## src/shared/owl_pkg.sv

```systemverilog
// Constants and carrier types for the single-wire host link, device end
package owl_pkg;

	// ----------------------------------------------------------------
	// Clock
	// ----------------------------------------------------------------
	localparam int CLK_MHZ = 20;

	// ----------------------------------------------------------------
	// Times in microseconds
	// ----------------------------------------------------------------
	localparam int BREAK_LOW_TIME_US = 190;
	localparam int BREAK_RECOVERY_TIME_US = 40;
	localparam int HOST_ONE_PULSE_MAX_US = 50;
	localparam int HOST_ZERO_PULSE_MIN_US = 86;
	localparam int HOST_ZERO_PULSE_MAX_US = 145;
	localparam int HOST_BIT_PERIOD_US = 190;
	localparam int DEVICE_BIT_PERIOD_MIN_US = 190;
	localparam int DEVICE_BIT_PERIOD_US = 205;
	localparam int DEVICE_BIT_PERIOD_MAX_US = 250;
	localparam int DEVICE_ONE_PULSE_MIN_US = 32;
	localparam int DEVICE_ONE_PULSE_MAX_US = 50;
	localparam int DEVICE_ZERO_PULSE_MIN_US = 80;
	localparam int DEVICE_ZERO_PULSE_MAX_US = 145;
	localparam int RESPONSE_DELAY_US = 190;
	localparam int HOST_TURNAROUND_DELAY_US = 210;
	localparam int BUS_RESET_MIN_US = 1900000;
	localparam int BUS_RESET_MAX_US = 2100000;

	// ----------------------------------------------------------------
	// Cycle counts
	// ----------------------------------------------------------------
	localparam int DEC_THRESH_US = (HOST_ONE_PULSE_MAX_US + HOST_ZERO_PULSE_MIN_US) / 2;
	localparam int DEV_ONE_US = (DEVICE_ONE_PULSE_MIN_US + DEVICE_ONE_PULSE_MAX_US) / 2;
	localparam int DEV_ZERO_US = (DEVICE_ZERO_PULSE_MIN_US + DEVICE_ZERO_PULSE_MAX_US) / 2;
	localparam int CNT_W = 26;
	localparam int TMR_W = 13;
	localparam logic [CNT_W-1:0] DEC_THRESH_CYC = CNT_W'(DEC_THRESH_US * CLK_MHZ);
	localparam logic [CNT_W-1:0] BREAK_CYC = CNT_W'(BREAK_LOW_TIME_US * CLK_MHZ);
	localparam logic [TMR_W-1:0] DEV_ONE_CYC = TMR_W'(DEV_ONE_US * CLK_MHZ);
	localparam logic [TMR_W-1:0] DEV_ZERO_CYC = TMR_W'(DEV_ZERO_US * CLK_MHZ);
	localparam logic [TMR_W-1:0] RESP_CYC = TMR_W'(RESPONSE_DELAY_US * CLK_MHZ);
	localparam int BIT_PERIOD_CYC = DEVICE_BIT_PERIOD_US * CLK_MHZ;
	localparam int BUS_RESET_CYC = BUS_RESET_MIN_US * CLK_MHZ;

	// ----------------------------------------------------------------
	// Types
	// ----------------------------------------------------------------
	typedef enum logic [1:0] {
		OWL_IDLE = 2'b00,
		OWL_TX_LOW = 2'b01,
		OWL_TX_HIGH = 2'b10
	} owl_state_e;

	typedef struct packed {
		logic bit_valid;
		logic bit_value;
		logic brk;
		logic bus_reset;
	} owl_rx_s;

endpackage

```

## src/owl_link.sv

```systemverilog
// Device end of the single-wire pulse-coded host link
`timescale 1ns/10ps
`default_nettype none
module owl_link
	import owl_pkg::*;
#(
	parameter int BIT_PERIOD = BIT_PERIOD_CYC,
	parameter int BUS_RESET = BUS_RESET_CYC
) (
	// Clock and reset
	input wire logic clk_in,
	input wire logic rst_in,
	// Shared line, open drain
	input wire logic line_in,
	output logic line_out,
	output logic line_oe_out,
	// Received host bits and events
	output owl_rx_s rx_out,
	// Response bits to the host
	input wire logic tx_valid_in,
	input wire logic tx_bit_in,
	input wire logic tx_last_in,
	output logic tx_ready_out,
	output logic tx_busy_out
);

	// ----------------------------------------------------------------
	// Line synchroniser
	// ----------------------------------------------------------------
	logic line_meta_reg;
	logic line_sync_reg;
	logic line_prev_reg;
	logic line_meta_next, line_sync_next, line_prev_next;

	// Two flops before any logic reads the pin; the third only feeds the edge detector
	always_comb begin
		line_meta_next = line_in;
		line_sync_next = line_meta_reg;
		line_prev_next = line_sync_reg;
	end

	// Reset to the idle level so no false edge follows reset
	always_ff @(posedge clk_in) begin
		if (rst_in) begin
			line_meta_reg <= 1'b1;
			line_sync_reg <= 1'b1;
			line_prev_reg <= 1'b1;
		end else begin
			line_meta_reg <= line_meta_next;
			line_sync_reg <= line_sync_next;
			line_prev_reg <= line_prev_next;
		end
	end

	// ----------------------------------------------------------------
	// Receive: time low pulses and high gaps
	// ----------------------------------------------------------------
	// A low of at least the break time ends as a break, shorter ones as data bits.
	// Pulses seen while the device is answering are its own and are not decoded.
	// The rising edge that ends a link-reset low carries no bit.
	// Link-reset length in cycles, shortened for simulation through the parameter
	localparam logic [CNT_W-1:0] RST_LIM = CNT_W'(BUS_RESET);
	logic [CNT_W-1:0] low_cnt_reg, low_cnt_next;
	logic [TMR_W-1:0] high_cnt_reg, high_cnt_next;
	logic rst_seen_reg, rst_seen_next;
	owl_rx_s rx_reg, rx_next;
	logic rise;
	logic link_reset;
	owl_state_e state_reg, state_next;

	assign rise = line_sync_reg & ~line_prev_reg;
	assign link_reset = ~line_sync_reg & (low_cnt_reg == RST_LIM) & ~rst_seen_reg;

	// Low count saturates at the link-reset length so a stuck-low line fires once
	// High count saturates at the response delay and measures the quiet time before an answer
	always_comb begin
		low_cnt_next = low_cnt_reg;
		high_cnt_next = high_cnt_reg;
		rst_seen_next = rst_seen_reg;
		rx_next = '0;
		if (!line_sync_reg) begin
			high_cnt_next = '0;
			if (low_cnt_reg != RST_LIM)
				low_cnt_next = low_cnt_reg + 1'b1;
			if (link_reset) begin
				rx_next.bus_reset = 1'b1;
				rst_seen_next = 1'b1;
			end
		end else begin
			low_cnt_next = '0;
			if (high_cnt_reg != RESP_CYC)
				high_cnt_next = high_cnt_reg + 1'b1;
			if (rise && !rst_seen_reg && state_reg == OWL_IDLE) begin
				if (low_cnt_reg >= BREAK_CYC) begin
					rx_next.brk = 1'b1;
				end else begin
					rx_next.bit_valid = 1'b1;
					rx_next.bit_value = (low_cnt_reg < DEC_THRESH_CYC);
				end
			end
			rst_seen_next = 1'b0;
		end
	end

	// Registers only; decisions are made in the block above
	always_ff @(posedge clk_in) begin
		if (rst_in) begin
			low_cnt_reg <= '0;
			high_cnt_reg <= '0;
			rst_seen_reg <= 1'b0;
			rx_reg <= '0;
		end else begin
			low_cnt_reg <= low_cnt_next;
			high_cnt_reg <= high_cnt_next;
			rst_seen_reg <= rst_seen_next;
			rx_reg <= rx_next;
		end
	end

	assign rx_out = rx_reg;

	// ----------------------------------------------------------------
	// Transmit: pulse-coded response bits
	// ----------------------------------------------------------------
	// The line is only ever pulled low; the pull-up returns a released line high.
	// The period timer saturates at the bit period, so a late tx_valid_in stretches the period;
	// the user must keep the next bit ready to stay inside the longest period.
	// Both pulse lengths stay below the bit period, which must fit the timer width.
	localparam logic [TMR_W-1:0] PERIOD_LIM = TMR_W'(BIT_PERIOD);
	logic [TMR_W-1:0] tmr_reg, tmr_next;
	logic [TMR_W-1:0] pulse_reg, pulse_next;
	logic last_reg, last_next;
	logic drive_reg, drive_next;
	logic take;

	// A bit is taken at a period boundary, or from idle once the line has been quiet long enough
	always_comb begin
		take = 1'b0;
		case (state_reg)
			// First bit only after the line has been quiet for the response delay
			OWL_IDLE: take = tx_valid_in && line_sync_reg && high_cnt_reg == RESP_CYC;
			// Later bits at the end of the current period, unless that bit was the last
			OWL_TX_HIGH: take = tx_valid_in && !last_reg && tmr_reg >= PERIOD_LIM;
			default: take = 1'b0;
		endcase
	end

	// ----------------------------------------------------------------
	// Transmit state machine
	// ----------------------------------------------------------------
	always_comb begin
		state_next = state_reg;
		tmr_next = tmr_reg;
		pulse_next = pulse_reg;
		last_next = last_reg;
		drive_next = 1'b0;
		if (take) begin
			state_next = OWL_TX_LOW;
			tmr_next = TMR_W'(1);
			pulse_next = tx_bit_in ? DEV_ONE_CYC : DEV_ZERO_CYC;
			last_next = tx_last_in;
			drive_next = 1'b1;
		end else begin
			case (state_reg)
				OWL_IDLE: begin
					tmr_next = '0;
				end
				// Pull low for the pulse length counted from the take edge
				OWL_TX_LOW: begin
					tmr_next = tmr_reg + 1'b1;
					drive_next = tmr_reg < pulse_reg;
					if (tmr_reg >= pulse_reg)
						state_next = OWL_TX_HIGH;
				end
				// Hold the rest of the period, then go idle after the last bit
				OWL_TX_HIGH: begin
					if (tmr_reg < PERIOD_LIM)
						tmr_next = tmr_reg + 1'b1;
					else if (last_reg)
						state_next = OWL_IDLE;
				end
				default: state_next = OWL_IDLE;
			endcase
		end
		// A link reset abandons any response and lets go of the line at once
		if (link_reset) begin
			state_next = OWL_IDLE;
			drive_next = 1'b0;
		end
	end

	// Registers only; decisions are made in the block above
	always_ff @(posedge clk_in) begin
		if (rst_in) begin
			state_reg <= OWL_IDLE;
			tmr_reg <= '0;
			pulse_reg <= '0;
			last_reg <= 1'b0;
			drive_reg <= 1'b0;
		end else begin
			state_reg <= state_next;
			tmr_reg <= tmr_next;
			pulse_reg <= pulse_next;
			last_reg <= last_next;
			drive_reg <= drive_next;
		end
	end

	// ----------------------------------------------------------------
	// Outputs
	// ----------------------------------------------------------------
	// Handshake outputs are combinational; the line enable comes straight from a flop
	assign tx_ready_out = take;
	assign tx_busy_out = state_reg != OWL_IDLE;
	assign line_out = 1'b0;
	assign line_oe_out = drive_reg;

endmodule // owl_link
`default_nettype wire

```

## config.mk

```make
export PLATFORM = sky130hd
export DESIGN_NAME = owl_link
export DESIGN_NICKNAME = d
export VERILOG_FILES = /design/src/shared/owl_pkg.sv /design/src/owl_link.sv
export SDC_FILE = /design/constraint.sdc
export NUM_CORES = 1
export LEC_CHECK = 0
export ABC_CLOCK_PERIOD_IN_PS = 2200
export BUFFER_PORTS_ARGS = -buffer_cell sky130_fd_sc_hd__buf_2
export CELL_PAD_IN_SITES_DETAIL_PLACEMENT = 1
export CELL_PAD_IN_SITES_GLOBAL_PLACEMENT = 1
export CORE_MARGIN = 1.5
export CORE_UTILIZATION = 45
export CTS_CLUSTER_DIAMETER = 40
export DETAILED_ROUTE_END_ITERATION = 10
export MAX_ROUTING_LAYER = met4
export PLACE_DENSITY = 0.73
export SLEW_MARGIN = 40
export SYNTH_ARGS = -nofsm -noshare
export SYNTH_HDL_FRONTEND = slang
export SYNTH_SLANG_ARGS = --single-unit
```

## constraint.sdc

```tcl
create_clock -name clk_in -period 2.2 [get_ports clk_in]
set_clock_uncertainty 0.05 [all_clocks]
set_input_delay 0 -clock clk_in [delete_from_list [all_inputs] [get_ports clk_in]]
set_output_delay 0 -clock clk_in [all_outputs]
set_load 0.02 [all_outputs]
```

Word-level counts from Yosys, hierarchy flattened:

Index checks and enable logic that the tools add are counted.

* register bits after elaboration: 77
* output and inout bits: 8
* logic and storage cells: 87

* reductions and logical operators: 23
* magnitude comparators: 6
* multiplexer cells: 15
* bitwise gates (word level): 8
* equal/unequal tests: 15
* add/subtract/negate cells: 3

Operators by type and width (count)
* $pmux W13 S3: 1
* $add A13 B1 Y13 const B: 2
* $add A26 B1 Y26 const B: 1
* $eq A26 B26 Y1 const B: 1
* $ge A26 B12 Y1 const B: 1
* $lt A26 B11 Y1 const B: 1
* $ne A26 B26 Y1 const B: 1
* $eq A13 B12 Y1 const B: 1
* $ge A13 B13 Y1: 1
* $ge A13 B13 Y1 const B: 1
* $lt A13 B13 Y1: 1
* $lt A13 B13 Y1 const B: 1
* $mux W13: 1
* $ne A13 B12 Y1 const B: 1
* $mux W12: 1
* $ne A3 B3 Y1 const B: 4
* $ne A2 B2 Y1 const B: 5
* $mux W2: 4
* $reduce_and A4 Y1: 2
* $reduce_or A2 Y1: 4
* $logic_and A1 B1 Y1: 6
* $mux W1: 6
* $pmux W2 S3: 1
* $reduce_or A3 Y1: 2
* 12 further kinds: 20

Longest topological paths before layout:

Gate-level depths: netlist of run 1.

* word-level depth: 6
* mapped depth: 9

Worst setup path before layout of run 1:

OpenSTA, ideal clock, no wires.

* kind: register -> register
* start point: register high_cnt_reg[0]
* end point: register last_reg
* buffers on the path: 1
* library setup time: 126 ps
* arrival: 1935 ps
* period minus slack after synthesis: 2111 ps
* required time: 2024 ps
* cell stages (with the launch flop): 10
* path slack: 89 ps
* cells stage by stage: dfxtp_1 -> inv_1 -> ha_1 -> or4b_1 -> nor3_2 -> nand4_1 -> o21ai_1 -> buf_4 -> mux2i_1 -> nor2_1

* longest elaborated chain between the ends: 3

Ends and longest elaborated chain
* start: declaration: line owl_link.sv:64 `logic [TMR_W-1:0] high_cnt_reg, high_cnt_next;`
* start signal: assignment: line owl_link.sv:114 `high_cnt_reg <= high_cnt_next;`
* $eq A13 B12 Y1: line owl_link.sv:141 `OWL_IDLE: take = tx_valid_in && line_sync_reg && high_cnt_reg == RESP_CYC;`
* $logic_and A1 B1 Y1: line owl_link.sv:141
* $pmux W1 S2: line owl_link.sv:139 `case (state_reg)`
* net tx_ready_out: line owl_link.sv:23 `output logic tx_ready_out,`
* end signal: assignment: line owl_link.sv:204 `last_reg <= last_next;`
* end: declaration: line owl_link.sv:132 `logic last_reg, last_next;`

The timed path passes the listed nets, and every way through them passes these cells.
A chain may end at the register's enable or synchronous reset.

Worst setup path in the final report of run 1:

* start point: register high_cnt_reg[0]
* end point: register last_reg

* longest elaborated chain between the ends: 3

Ends and longest elaborated chain (line)
* $eq A13 B12 Y1: owl_link.sv:141
* $logic_and A1 B1 Y1: owl_link.sv:141
* $pmux W1 S2: owl_link.sv:139

Every way passes these cells.

==> results of run 1 <==
[logic make-up after synthesis]
logic type / count (synthesis)
flip-flops: 66
adder cells (fa/ha/maj): 18
other: 1
AO/OA/AOI/OAI: 35
XOR/XNOR: 43
multiplexers: 5
AND/OR/NAND/NOR: 183
buffers and inverters: 36
[layer usage]
metal	up-vias	track usage [%]	share of wire, %
li1	1413	-	-
met1	1390	27.5	45
met2	38	35.3	49
met3	22	3.32	2.1
met4	0	12.8	3.4
met5	-	-	0
[final cells by class]
cell class / instances / area (um2)
clock inverters: 5 / 31.3
inverters: 20 / 77.6
multi-input cells: 285 / 1910
flip-flops and latches: 66 / 1330
repair buffers: 43 / 319
fillers: 882 / 3300
well taps: 99 / 124
clock buffers: 11 / 131
[cells in the final DEF (no fill, tap or decap), types with 2 or more instances in the layout]
cell	netlist	layout
a211oi_1	3	2
a21oi_1	9	9
and3_1	10	10
and3_2	2	2
and4_1	3	3
buf_2	1	11
buf_4	2	24
buf_6	1	3
clkbuf_1	10	2
clkbuf_8	0	9
clkinv_2	0	3
dfxtp_1	66	64
dlygate4sd3_1	0	5
ha_1	18	17
inv_1	20	18
mux2i_1	5	5
nand2_1	17	17
nand2b_1	4	4
nand3_1	22	22
nand4_1	15	15
nand4b_1	3	3
nor2_1	66	66
nor3_1	17	17
nor4_1	4	3
nor4_2	1	2
o21ai_0	8	8
or2_2	4	4
or3_1	4	4
or4_1	3	2
or4_4	1	2
xnor2_1	15	15
xor2_1	28	28
[worst max path at each step]
stage	endpoint	startpoint	slack, ps
2_1_floorplan	last_reg$_SDFFE_PP0P_	high_cnt_reg[0]$_SDFFE_PP0P_	90
3_3_place_gp	tmr_reg[8]$_SDFFE_PP0P_	tmr_reg[4]$_SDFFE_PP0P_	60
3_5_place_dp	tmr_reg[11]$_SDFFE_PP0P_	tmr_reg[4]$_SDFFE_PP0P_	-40
4_1_cts	tmr_reg[0]$_SDFFE_PP0P_	tmr_reg[2]$_SDFFE_PP0P_	6
5_1_grt	pulse_reg[9]$_SDFFE_PP0P_	high_cnt_reg[0]$_SDFFE_PP0P_	-150
6_report	last_reg$_SDFFE_PP0P_	high_cnt_reg[0]$_SDFFE_PP0P_	-70
[what timing repair did]
item / 4_1_cts / 5_1_grt
pin swaps: 1 / 6
gates resized for setup: 3 / 18
gates cloned: 0 / 0
buffers inserted: 2 / 5
setup endpoints to repair: 11 / 12
hold buffers: 5 / 0
hold endpoints to repair: 6 / 0
[power groups by stage]
stage               clock, mW  combinational, mW  sequential [mW]
floorplan                   0             0.0320             1.23
finish                  0.885             0.0743             1.21
CTS                     0.906             0.0626             1.21
detailed placement          0             0.0526             1.23
global placement            0             0.0505             1.23
global route            0.959             0.0823             1.21
[cell usage after synthesis, drive strengths merged, types with 2 or more instances]
master,instances,area (um2)
ha,18,225
o311ai,2,35.0
a21oi,9,45.0
and3,12,77.6
xnor2,15,131
buf,6,38.8
or3,4,25.0
dfxtp,66,1320
nand2b,4,25.0
o31a,2,18.8
a211oi,3,22.5
nand3,22,110
o21ai,9,45.0
nand2,17,63.8
nor2,67,254
nand4b,3,26.3
or2,4,25.0
xor2,28,245
nor3,18,95.1
nor4,5,37.5
and4,4,36.3
mux2i,5,50.1
clkbuf,10,37.5
inv,20,75.1
or4,4,33.8
nand4,15,93.8
[worst min-delay path: stages]
cell and delay, ps:
dlygate4sd3_1 520, buf_2 130, a211oi_2 60
[stage by stage]
step	cell area, um2	instances
finish	3920	529
global route	3920	529
CTS	3810	524
detailed placement	3570	501
global placement	3570	501
floorplan	3320	387
==> results_tabular.tex, run 1 <==
\begin{tabular}{lr}
\hline
Metric & Value \\
\hline
\multicolumn{2}{l}{\textbf{Global route}} \\
\quad Total routing usage reported by global routing & 22.5\% \\
\quad Largest net degree at the start of global routing & 30 \\
\quad Aggregate global routing overflow & 0 \\
\quad Via count of the first global-routing pass & 2,706 \\
\quad Initial antenna violation count & 0 \\
\quad Wire length of the first global-routing pass & 13,000 um \\
\multicolumn{2}{l}{\textbf{Pwr}} \\
\quad Total Power Consumption & 2.17 mW \\
\quad Int Pwr & 1.64 mW \\
\quad Power density over the cells & 553 mW/mm2 \\
\quad Relative contribution of sequential cells to total power & 55.7\% \\
\quad Net Switching & 525 uW \\
\quad Switching Fraction & 24.2\% \\
\quad Max rail drop VDD & 0.311 mV \\
\quad Share of power burned in combinational logic & 3.4\% \\
\quad Clock share of power & 40.8\% \\
\quad Reported leakage power & 1.42 nW \\
\multicolumn{2}{l}{\textbf{Timing}} \\
\quad Final critical path time including I/O delays and setup & 2270 ps \\
\quad Worst Tran Pin Value & 576 ps \\
\quad Final hold violation count & 0 \\
\quad Number of slew-limit violations in the final report & 0 \\
\quad Tightest slew margin relative to the limit & 61.6\% \\
\quad Summed negative setup slack over all endpoints & -210 ps \\
\quad RSZ-0062 raised after global routing & true \\
\quad Fraction of the cycle the final worst path needs & 103\% \\
\quad Min setup slack post-route & -67.6 ps \\
\quad Worst hold slack after final layout & 359 ps \\
\quad Final-report setup violation count & 5 \\
\quad Fmax & 441 MHz \\
\multicolumn{2}{l}{\textbf{Clocking}} \\
\quad CTS max path bufs & 2 \\
\quad Number of clock buffers inserted by TritonCTS & 9 \\
\quad Source-to-sink clock delay at the later pin of the worst-skew pair & 340 ps \\
\quad Total clock sinks & 66 \\
\quad Clock transition at the register clock pins on the worst setup and hold paths after CTS & 80 ps \\
\quad Buffer type at the clock tree root & clkbuf\_8 \\
\quad Clock tree from TritonCTS & yes \\
\quad H-tree Lvls & 3 \\
\multicolumn{2}{l}{\textbf{Yosys}} \\
\quad Mean instance size in the synthesized netlist & 8.58 um2 \\
\quad Gate count of the mapped netlist & 387 \\
\quad Simple-gate share of the synthesized area & 28.2\% \\
\quad Synth async-reset ratio & 0\% \\
\quad Post-Syn Nets & 411 \\
\quad Adder-cell share of the synthesized area & 6.78\% \\
\quad Post-synthesis sequential area ratio & 39.8\% \\
\quad Number of enable-type register cells in the synthesized netlist & 0 \\
\quad Largest family of logic cells by synthesized area & simple AND/OR/NAND/NOR gates \\
\quad Share of cell area taken by muxes after synthesis & 1.51\% \\
\quad XOR/XNOR share of the synthesized area & 11.3\% \\
\quad Flip-flop cell with the highest count after synthesis & dfxtp\_1 \\
\quad Count of yosys warnings during synthesis & 0 \\
\quad Distinct cells, synth & 53 \\
\quad Compound-cell area share of the yosys netlist & 7.72\% \\
\quad Register bit count reported by yosys & 66 \\
\quad Netlist area before placement & 0.00332 mm2 \\
\multicolumn{2}{l}{\textbf{Route}} \\
\quad Number of nets with antenna violations after detailed routing & 0 \\
\quad Via density & 5.41 \\
\quad Detailed-router iteration count before antenna repair & 6 \\
\quad Number of violations reported at the end of detailed-routing iteration 0 & 76 \\
\quad Total wire length & 8560 um \\
\quad Via total after detailed routing & 2,863 \\
\quad Wire length per cell after detailed routing & 16.2 um \\
\quad Residual DRC & 0 \\
\multicolumn{2}{l}{\textbf{Final layout}} \\
\quad Fraction of final layout cells with drive strength greater than 1 & 18.1\% \\
\quad Final standard cell utilization of the core & 54.3\% \\
\quad Area delta synth->final & 17.9\% \\
\quad Nets & 449 \\
\quad Largest register FFs & 26 \\
\quad Number of antenna repair diodes & 0 \\
\multicolumn{2}{l}{\textbf{Hold path}} \\
\quad Worst hold-check path type & input port to flop \\
\quad Startpoint of the lowest-slack hold path & tx\_bit\_in \\
\quad Cell depth of the worst min-delay path & 3 \\
\quad Hold-critical path endpoint & pulse\_reg[7]\$\_SDFFE\_PP0P\_ \\
\multicolumn{2}{l}{\textbf{Critical path}} \\
\quad Critical-path top delay cell & or4b\_4 \\
\quad Worst reg2reg path endpoint & last\_reg\$\_SDFFE\_PP0P\_ \\
\quad Crit path launch type & flop \\
\quad Worst r2r src & high\_cnt\_reg[0]\$\_SDFFE\_PP0P\_ \\
\quad Top Family by Delay on Critical Path & simple AND/OR/NAND/NOR gates \\
\quad Total buffers and inverters traversed by the critical path & 3 \\
\quad Worst-path cell chain & inv\_4 -> ha\_4 -> or4b\_4 -> nor3\_4 -> nand4\_1 -> o21ai\_2 -> buf\_6 -> buf\_4 -> mux2i\_1 -> nor2\_1 \\
\quad Kind of capture point of the worst setup path & flop \\
\quad Setup slack of the worst register-to-register path & -70 ps \\
\quad Data required time at the worst endpoint & 2390 ps \\
\quad Crit path depth & 10 \\
\quad Path type of the worst setup path & flop to flop \\
\quad Top fanout value on the critical path & 3 \\
\quad Slowest stage delay, CP & 460 ps \\
\quad Critical Path AT & 2450 ps \\
\quad Depth of the most critical reg-to-reg path & 10 \\
\multicolumn{2}{l}{\textbf{Outcome}} \\
\quad Outcome & finished with violations \\
\quad Failing checks & setup timing \\
\multicolumn{2}{l}{\textbf{Floorplan}} \\
\quad Initial Util & 46.0\% \\
\quad Site row count & 31 \\
\quad Core footprint & 0.00721 mm2 \\
\quad Die area & 0.00790 mm2 \\
\quad Vertical die dimension & 88.9 um \\
\quad Horizontal die dimension & 88.9 um \\
\quad Number of top-level pins & 14 \\
\multicolumn{2}{l}{\textbf{Flow run}} \\
\quad Maxcap violations & 0 \\
\multicolumn{2}{l}{\textbf{Placement}} \\
\quad Placed wire-length estimate & 5800 um \\
\quad Routability cong. & 0.834 \\
\quad Worst-case setup slack after placement & -37.1 ps \\
\quad Number of port buffers & 12 \\
\hline
\end{tabular}
Note: power is estimated with default switching activity, not from simulation.
==> run 2: changes to the inputs <==
--- a/config.mk
+++ b/config.mk
@@ -5,7 +5,7 @@
 export SDC_FILE = /design/constraint.sdc
 export NUM_CORES = 1
 export LEC_CHECK = 0
-export ABC_CLOCK_PERIOD_IN_PS = 2200
+export ABC_CLOCK_PERIOD_IN_PS = 2300
 export BUFFER_PORTS_ARGS = -buffer_cell sky130_fd_sc_hd__buf_2
 export CELL_PAD_IN_SITES_DETAIL_PLACEMENT = 1
 export CELL_PAD_IN_SITES_GLOBAL_PLACEMENT = 1
@@ -13,7 +13,6 @@
 export CORE_UTILIZATION = 45
 export CTS_CLUSTER_DIAMETER = 40
 export DETAILED_ROUTE_END_ITERATION = 10
-export MAX_ROUTING_LAYER = met4
 export PLACE_DENSITY = 0.73
 export SLEW_MARGIN = 40
 export SYNTH_ARGS = -nofsm -noshare
==> constraint.sdc (replaced) <==
create_clock -name clk_in -period 2.3 [get_ports clk_in]
set_clock_uncertainty 0.05 [all_clocks]
set_input_delay 0 -clock clk_in [delete_from_list [all_inputs] [get_ports clk_in]]
set_output_delay 0 -clock clk_in [all_outputs]
set_load 0.02 [all_outputs]
==> results_tabular.tex, run 2 (synthesis gave the netlist of run 1 again) <==
\begin{tabular}{lr}
\hline
Metric & Value \\
\hline
\multicolumn{2}{l}{\textbf{Timing}} \\
\quad Fraction of the cycle the final worst path needs & 97.1\% \\
\quad RSZ-0062 raised after global routing & true \\
\quad Worst Tran Pin Value & 561 ps \\
\quad Tightest slew margin relative to the limit & 62.6\% \\
\quad Final critical path time including I/O delays and setup & 2230 ps \\
\quad Summed negative setup slack over all endpoints & 0 ps \\
\quad Fmax & 448 MHz \\
\quad Number of slew-limit violations in the final report & 0 \\
\quad Final hold violation count & 0 \\
\quad Min setup slack post-route & 67.3 ps \\
\quad Final-report setup violation count & 0 \\
\quad Worst hold slack after final layout & 134 ps \\
\multicolumn{2}{l}{\textbf{Floorplan}} \\
\quad Initial Util & 46.0\% \\
\quad Core footprint & 0.00721 mm2 \\
\quad Number of top-level pins & 14 \\
\quad Vertical die dimension & 88.9 um \\
\quad Site row count & 31 \\
\quad Die area & 0.00790 mm2 \\
\quad Horizontal die dimension & 88.9 um \\
\multicolumn{2}{l}{\textbf{Hold path}} \\
\quad Worst hold-check path type & input port to flop \\
\quad Hold-critical path endpoint & tmr\_reg[1]\$\_SDFFE\_PP0P\_ \\
\quad Cell depth of the worst min-delay path & 5 \\
\quad Startpoint of the lowest-slack hold path & tx\_valid\_in \\
\multicolumn{2}{l}{\textbf{Final layout}} \\
\quad Area delta synth->final & 15.0\% \\
\quad Top library cells by usage in the layout, fill and taps aside & 66 x nor2\_1, 66 x dfxtp\_1, 28 x xor2\_1 \\
\quad Nets & 438 \\
\quad Number of antenna repair diodes & 0 \\
\quad Largest register FFs & 26 \\
\quad Fraction of final layout cells with drive strength greater than 1 & 14.6\% \\
\multicolumn{2}{l}{\textbf{Route}} \\
\quad Via density & 5.32 \\
\quad Number of nets with antenna violations after detailed routing & 0 \\
\quad Wire length per cell after detailed routing & 15.0 um \\
\quad Total wire length & 7760 um \\
\quad Detailed-router iteration count before antenna repair & 4 \\
\quad Via total after detailed routing & 2,757 \\
\quad Residual DRC & 0 \\
\quad Number of violations reported at the end of detailed-routing iteration 0 & 91 \\
\multicolumn{2}{l}{\textbf{Global route}} \\
\quad Total routing usage reported by global routing & 20.9\% \\
\quad Grt met1 use & 24.8\% \\
\quad Wire length of the first global-routing pass & 12,700 um \\
\quad Via count of the first global-routing pass & 2,731 \\
\quad Routing usage on met3 & 3.14\% \\
\quad Global routing met2 resource utilization & 37.8\% \\
\quad Largest net degree at the start of global routing & 30 \\
\quad Initial antenna violation count & 0 \\
\quad Busiest grt layer & met2 \\
\quad Aggregate global routing overflow & 0 \\
\multicolumn{2}{l}{\textbf{Outcome}} \\
\quad Outcome & finished, final reports clean \\
\multicolumn{2}{l}{\textbf{Critical path}} \\
\quad Data required time at the worst endpoint & 2470 ps \\
\quad Worst reg2reg path endpoint & tmr\_reg[0]\$\_SDFFE\_PP0P\_ \\
\quad Critical Path AT & 2410 ps \\
\quad Kind of capture point of the worst setup path & flop \\
\quad Worst r2r src & tmr\_reg[11]\$\_SDFFE\_PP0P\_ \\
\quad Depth of the most critical reg-to-reg path & 6 \\
\quad Setup slack of the worst register-to-register path & 70 ps \\
\quad Path type of the worst setup path & flop to flop \\
\quad Crit path launch type & flop \\
\quad Crit. Startpoint & tmr\_reg[11]\$\_SDFFE\_PP0P\_ \\
\quad Top fanout value on the critical path & 5 \\
\multicolumn{2}{l}{\textbf{Clocking}} \\
\quad Clock transition at the register clock pins on the worst setup and hold paths after CTS & 80 ps \\
\quad Source-to-sink clock delay at the later pin of the worst-skew pair & 340 ps \\
\quad Clock tree from TritonCTS & yes \\
\quad Total clock sinks & 66 \\
\quad H-tree Lvls & 3 \\
\quad CTS max path bufs & 2 \\
\quad Number of clock buffers inserted by TritonCTS & 9 \\
\quad Buffer type at the clock tree root & clkbuf\_8 \\
\multicolumn{2}{l}{\textbf{Pwr}} \\
\quad Reported leakage power & 1.38 nW \\
\quad Max rail drop VDD & 0.291 mV \\
\quad Power density over the cells & 573 mW/mm2 \\
\quad Total Power Consumption & 2.19 mW \\
\multicolumn{2}{l}{\textbf{Placement}} \\
\quad Worst-case setup slack after placement & 47.7 ps \\
\quad Placed wire-length estimate & 5680 um \\
\quad Number of port buffers & 12 \\
\quad Routability cong. & 0.826 \\
\multicolumn{2}{l}{\textbf{Flow run}} \\
\quad Maxcap violations & 0 \\
\hline
\end{tabular}
-- run 2: routing by layer --
metal,vias to the layer above,part of all wire (%),wire (um)
met5,-,0,0
met4,0,1.3,97
met3,7,1.5,116
met2,21,52,4000
met1,1347,46,3540
li1,1382,-,-
-- run 2: worst max-delay path by stage --
stage,depth (start not counted),end
after floorplan,9,last_reg$_SDFFE_PP0P_
after global placement,5,tmr_reg[8]$_SDFFE_PP0P_
after detailed placement,5,tmr_reg[4]$_SDFFE_PP0P_
after CTS,8,tx_ready_out
after global routing,6,tmr_reg[0]$_SDFFE_PP0P_
final,6,tmr_reg[0]$_SDFFE_PP0P_
-- run 2: layout make-up --
| type | count | area (um2) |
|---|---|---|
| Sequential cell | 66 | 1320 |
| Clock inverter | 7 | 77.6 |
| Fill cell | 906 | 3400 |
| Multi-Input combinational cell | 285 | 1870 |
| Inverter | 20 | 75.1 |
| Timing Repair Buffer | 32 | 225 |
| Clock buffer | 9 | 124 |
| Tap cell | 99 | 124 |
-- run 2: worst max-delay path: stages, from the launching register on --
cell and delay (ps):
dfxtp_1 350, or4_1 580, o311ai_4 380, o21ai_2 120, buf_4 170, buf_4 140, a221o_1 330
-- run 2: timing repair --
item	4_1_cts	5_1_grt
endpoints found under the hold margin	6	0
pin swaps	1	0
hold buffers	5	0
gates resized for setup	1	5
setup endpoints to repair	2	1
setup buffers	0	3
-- run 2: through the flow --
stage | std cells | utilization (%) | area [um2]
global placement | 494 | 48.8 | 3520
finish | 518 | 52.9 | 3820
detailed placement | 494 | 48.8 | 3520
global route | 518 | 52.9 | 3820
CTS | 515 | 52.3 | 3770
floorplan | 387 | - | 3320
-- run 2: report_power, final --
group          total [mW]  switching, mW  internal [mW]
logic              0.0559         0.0305         0.0254
clock network       0.975          0.468          0.507
registers            1.16        0.00681           1.15
==> run 3: changes to the inputs <==
--- a/config.mk
+++ b/config.mk
@@ -5,6 +5,7 @@
 export SDC_FILE = /design/constraint.sdc
 export NUM_CORES = 1
 export LEC_CHECK = 0
+export ABC_AREA = 1
 export ABC_CLOCK_PERIOD_IN_PS = 2300
 export BUFFER_PORTS_ARGS = -buffer_cell sky130_fd_sc_hd__buf_2
 export CELL_PAD_IN_SITES_DETAIL_PLACEMENT = 1
@@ -13,7 +14,7 @@
 export CORE_UTILIZATION = 45
 export CTS_CLUSTER_DIAMETER = 40
 export DETAILED_ROUTE_END_ITERATION = 10
-export PLACE_DENSITY = 0.73
+export PLACE_DENSITY = 0.76
 export SLEW_MARGIN = 40
 export SYNTH_ARGS = -nofsm -noshare
 export SYNTH_HDL_FRONTEND = slang
==> results_tabular.tex, run 3 <==
\begin{tabular}{lr}
\hline
Metric & Value \\
\hline
\multicolumn{2}{l}{\textbf{Yosys}} \\
\quad Number of enable-type register cells in the synthesized netlist & 0 \\
\quad Distinct cells, synth & 43 \\
\quad Synth top area share & 33.6\% \\
\quad Most frequent cell after synthesis & nand2\_1 \\
\quad Register bit count reported by yosys & 66 \\
\quad Biggest area consumer among synthesized cells & dfxtp\_1 \\
\quad Compound-cell area share of the yosys netlist & 12.3\% \\
\quad Top cell types by occurrence after synthesis & 125 x nand2\_1, 75 x inv\_1, 66 x dfxtp\_1 \\
\quad Top area cells in the synthesized netlist & dfxtp\_1 34\%, nand2\_1 12\%, inv\_1 7.2\% \\
\quad Simple-gate share of the synthesized area & 36.9\% \\
\quad Synth async-reset ratio & 0\% \\
\quad Count of yosys warnings during synthesis & 0 \\
\quad Gate count of the mapped netlist & 573 \\
\quad Post-synthesis sequential area ratio & 33.6\% \\
\quad Post-Syn Nets & 597 \\
\quad Netlist area before placement & 0.00394 mm2 \\
\quad Largest family of logic cells by synthesized area & simple AND/OR/NAND/NOR gates \\
\quad Adder-cell share of the synthesized area & 5.72\% \\
\quad Share of cell area taken by muxes after synthesis & 0\% \\
\quad XOR/XNOR share of the synthesized area & 2.23\% \\
\quad Flip-flop cell with the highest count after synthesis & dfxtp\_1 \\
\quad Mean instance size in the synthesized netlist & 6.87 um2 \\
\multicolumn{2}{l}{\textbf{Final layout}} \\
\quad Top library cells by usage in the layout, fill and taps aside & 125 x nand2\_1, 75 x inv\_1, 66 x dfxtp\_1 \\
\quad Final cell count without fillers & 707 \\
\quad Nets & 621 \\
\quad Leading cell type in the layout, fill and taps excluded & nand2\_1 \\
\quad Area delta synth->final & 10.7\% \\
\quad Area of the multi-input gates & 0.00225 mm2 \\
\quad Final standard cell utilization of the core & 52.3\% \\
\quad Fraction of final layout cells with drive strength greater than 1 & 14.0\% \\
\quad FF+latch area & 0.00132 mm2 \\
\quad Number of antenna repair diodes & 0 \\
\quad Largest register FFs & 26 \\
\quad Number of inserted filler cells in the final layout & 1,102 \\
\multicolumn{2}{l}{\textbf{Timing}} \\
\quad Final critical path time including I/O delays and setup & 2000 ps \\
\quad Fmax & 501 MHz \\
\quad Final hold violation count & 0 \\
\quad Fraction of the cycle the final worst path needs & 86.8\% \\
\quad Tightest slew margin relative to the limit & 62.1\% \\
\quad RSZ-0062 raised after global routing & false \\
\quad Final-report setup violation count & 0 \\
\quad Summed negative setup slack over all endpoints & 0 ps \\
\quad Worst Tran Pin Value & 569 ps \\
\quad Number of slew-limit violations in the final report & 0 \\
\quad Worst hold slack after final layout & 149 ps \\
\multicolumn{2}{l}{\textbf{Critical path}} \\
\quad Critical Path AT & 2180 ps \\
\quad Crit. Startpoint & state\_reg[0]\$\_SDFFE\_PP0P\_ \\
\quad Critical-path top delay cell & dfxtp\_1 \\
\quad Setup slack of the worst register-to-register path & 300 ps \\
\quad Capturing instance or port of the critical path & pulse\_reg[7]\$\_SDFFE\_PP0P\_ \\
\quad Worst r2r src & state\_reg[0]\$\_SDFFE\_PP0P\_ \\
\quad Data required time at the worst endpoint & 2480 ps \\
\quad Depth of the most critical reg-to-reg path & 9 \\
\quad Crit path launch type & flop \\
\quad Worst reg2reg path endpoint & pulse\_reg[7]\$\_SDFFE\_PP0P\_ \\
\quad Top fanout value on the critical path & 13 \\
\quad Kind of capture point of the worst setup path & flop \\
\quad Path type of the worst setup path & flop to flop \\
\quad Worst-path cell chain & inv\_1 -> ha\_1 -> nand2\_1 -> nor2\_1 -> nand4\_1 -> nand2\_4 -> nor2\_4 -> inv\_2 -> o21ai\_0 \\
\quad Slowest stage delay, CP & 350 ps \\
\multicolumn{2}{l}{\textbf{Route}} \\
\quad Number of violations reported at the end of detailed-routing iteration 0 & 106 \\
\quad Total wire length & 11,300 um \\
\quad Wire length per cell after detailed routing & 15.9 um \\
\quad Via total after detailed routing & 3,798 \\
\quad Number of nets with antenna violations after detailed routing & 0 \\
\quad Detailed-router iteration count before antenna repair & 4 \\
\quad Via density & 5.37 \\
\quad Residual DRC & 0 \\
\multicolumn{2}{l}{\textbf{Hold path}} \\
\quad Worst hold-check path type & input port to flop \\
\multicolumn{2}{l}{\textbf{Global route}} \\
\quad Routing usage on met3 & 4.93\% \\
\quad Busiest grt layer & met2 \\
\quad Total routing usage reported by global routing & 26.6\% \\
\quad Aggregate global routing overflow & 0 \\
\quad Grt met1 use & 29.6\% \\
\quad Via count of the first global-routing pass & 3,900 \\
\quad Largest net degree at the start of global routing & 16 \\
\quad Wire length of the first global-routing pass & 18,800 um \\
\quad Initial antenna violation count & 0 \\
\quad Global routing met2 resource utilization & 49.1\% \\
\multicolumn{2}{l}{\textbf{Clocking}} \\
\quad CTS max path bufs & 2 \\
\quad Post-CTS Setup Bufs & 0 \\
\quad Number of clock buffers inserted by TritonCTS & 9 \\
\quad Buffer type at the clock tree root & clkbuf\_8 \\
\quad Clock tree from TritonCTS & yes \\
\quad Total clock sinks & 66 \\
\quad Post-CTS Hold Fix Bufs & 5 \\
\quad Source-to-sink clock delay at the later pin of the worst-skew pair & 360 ps \\
\quad Clock transition at the register clock pins on the worst setup and hold paths after CTS & 80 ps \\
\quad H-tree Lvls & 3 \\
\quad \# resized after CTS & 0 \\
\multicolumn{2}{l}{\textbf{Placement}} \\
\quad Number of port buffers & 12 \\
\quad Routability cong. & 0.912 \\
\quad Post-Place Cells & 686 \\
\quad Placed wire-length estimate & 8600 um \\
\multicolumn{2}{l}{\textbf{Floorplan}} \\
\quad Number of top-level pins & 14 \\
\quad Horizontal die dimension & 96.5 um \\
\quad Vertical die dimension & 96.5 um \\
\quad Site row count & 33 \\
\quad Initial Util & 47.2\% \\
\quad Core footprint & 0.00834 mm2 \\
\quad Die area & 0.00932 mm2 \\
\multicolumn{2}{l}{\textbf{Pwr}} \\
\quad Switching Fraction & 24.0\% \\
\quad Reported leakage power & 1.66 nW \\
\quad Relative contribution of sequential cells to total power & 51.4\% \\
\quad Max rail drop VDD & 0.276 mV \\
\quad Share of power burned in combinational logic & 3.0\% \\
\quad Int Pwr & 1.71 mW \\
\quad Power density over the cells & 515 mW/mm2 \\
\quad Clock share of power & 45.6\% \\
\quad Total Power Consumption & 2.25 mW \\
\quad Net Switching & 540 uW \\
\multicolumn{2}{l}{\textbf{Outcome}} \\
\quad Outcome & finished, final reports clean \\
\multicolumn{2}{l}{\textbf{Flow run}} \\
\quad Maxcap violations & 0 \\
\hline
\end{tabular}
## run 3: cell types whose count changed after synthesis, sizes merged, moves of 5 or more
cell	change
and3	-11
a21oi	+39
clkbuf	-8
nand3	+18
mux2i	-5
nand2	+118
xnor2	-15
inv	+64
nor3	+14
o21ai	+16
xor2	-18
## run 3: cells by family (layout without fill, tap and decap cells)
logic type,after synthesis,after routing
simple gates,305,305
xor+xnor,10,10
compound gates,82,82
other cells,1,1
flops,66,66
buf+inv,91,120
fa+ha+maj,18,18
## run 3: routing by layer
metal,vias to the layer above,share of wire [%]
li1,1913,-
met1,1795,43
met2,59,51
met3,31,2.7
met4,0,3.1
met5,-,0
## run 3: worst min-delay path by stage
| stage | start | slack [ps] | to | depth (start not counted) |
|---|---|---|---|---|
| final | tx_valid_in | 150 | tmr_reg[0]$_SDFFE_PP0P_ | 6 |
| after global routing | tx_valid_in | 210 | tmr_reg[0]$_SDFFE_PP0P_ | 6 |
| after CTS | tx_valid_in | 150 | tmr_reg[0]$_SDFFE_PP0P_ | 6 |
| after detailed placement | line_in | 140 | line_meta_reg$_SDFF_PP1_ | 2 |
| after global placement | line_in | 140 | line_meta_reg$_SDFF_PP1_ | 2 |
| after floorplan | rst_in | 20 | last_reg$_SDFFE_PP0P_ | 1 |
## run 3: cell type report
type | count | area share [%]
clock buffer | 10 | 3.16
clock inverter | 6 | 1.52
inverter | 84 | 7.24
multi-input combinational | 416 | 51.7
sequential | 66 | 30.3
tap | 105 | 3.01
timing repair buffer | 20 | 3.04
## run 3: worst max-delay path: cells and delay by family (launching register included)
family	cells	cell delay (ps)
simple gates	5	770
compound gates	1	120
fa+ha+maj	1	220
flops	1	350
buf+inv	2	360
## run 3: per-stage QoR
stage,area (um2),worst slack [ps]
6_report,4360,304
3_3_place_gp,4100,355
3_5_place_dp,4100,297
2_1_floorplan,3940,714
5_1_grt,4360,159
4_1_cts,4360,285
## run 3: power groups by stage
stage	Combinational (mW)	Clock [mW]	Sequential [mW]
floorplan	0.0390	0	1.18
global placement	0.0567	0	1.18
detailed placement	0.0595	0	1.18
CTS	0.0669	1.05	1.15
global route	0.0760	1.11	1.16
finish	0.0664	1.02	1.15
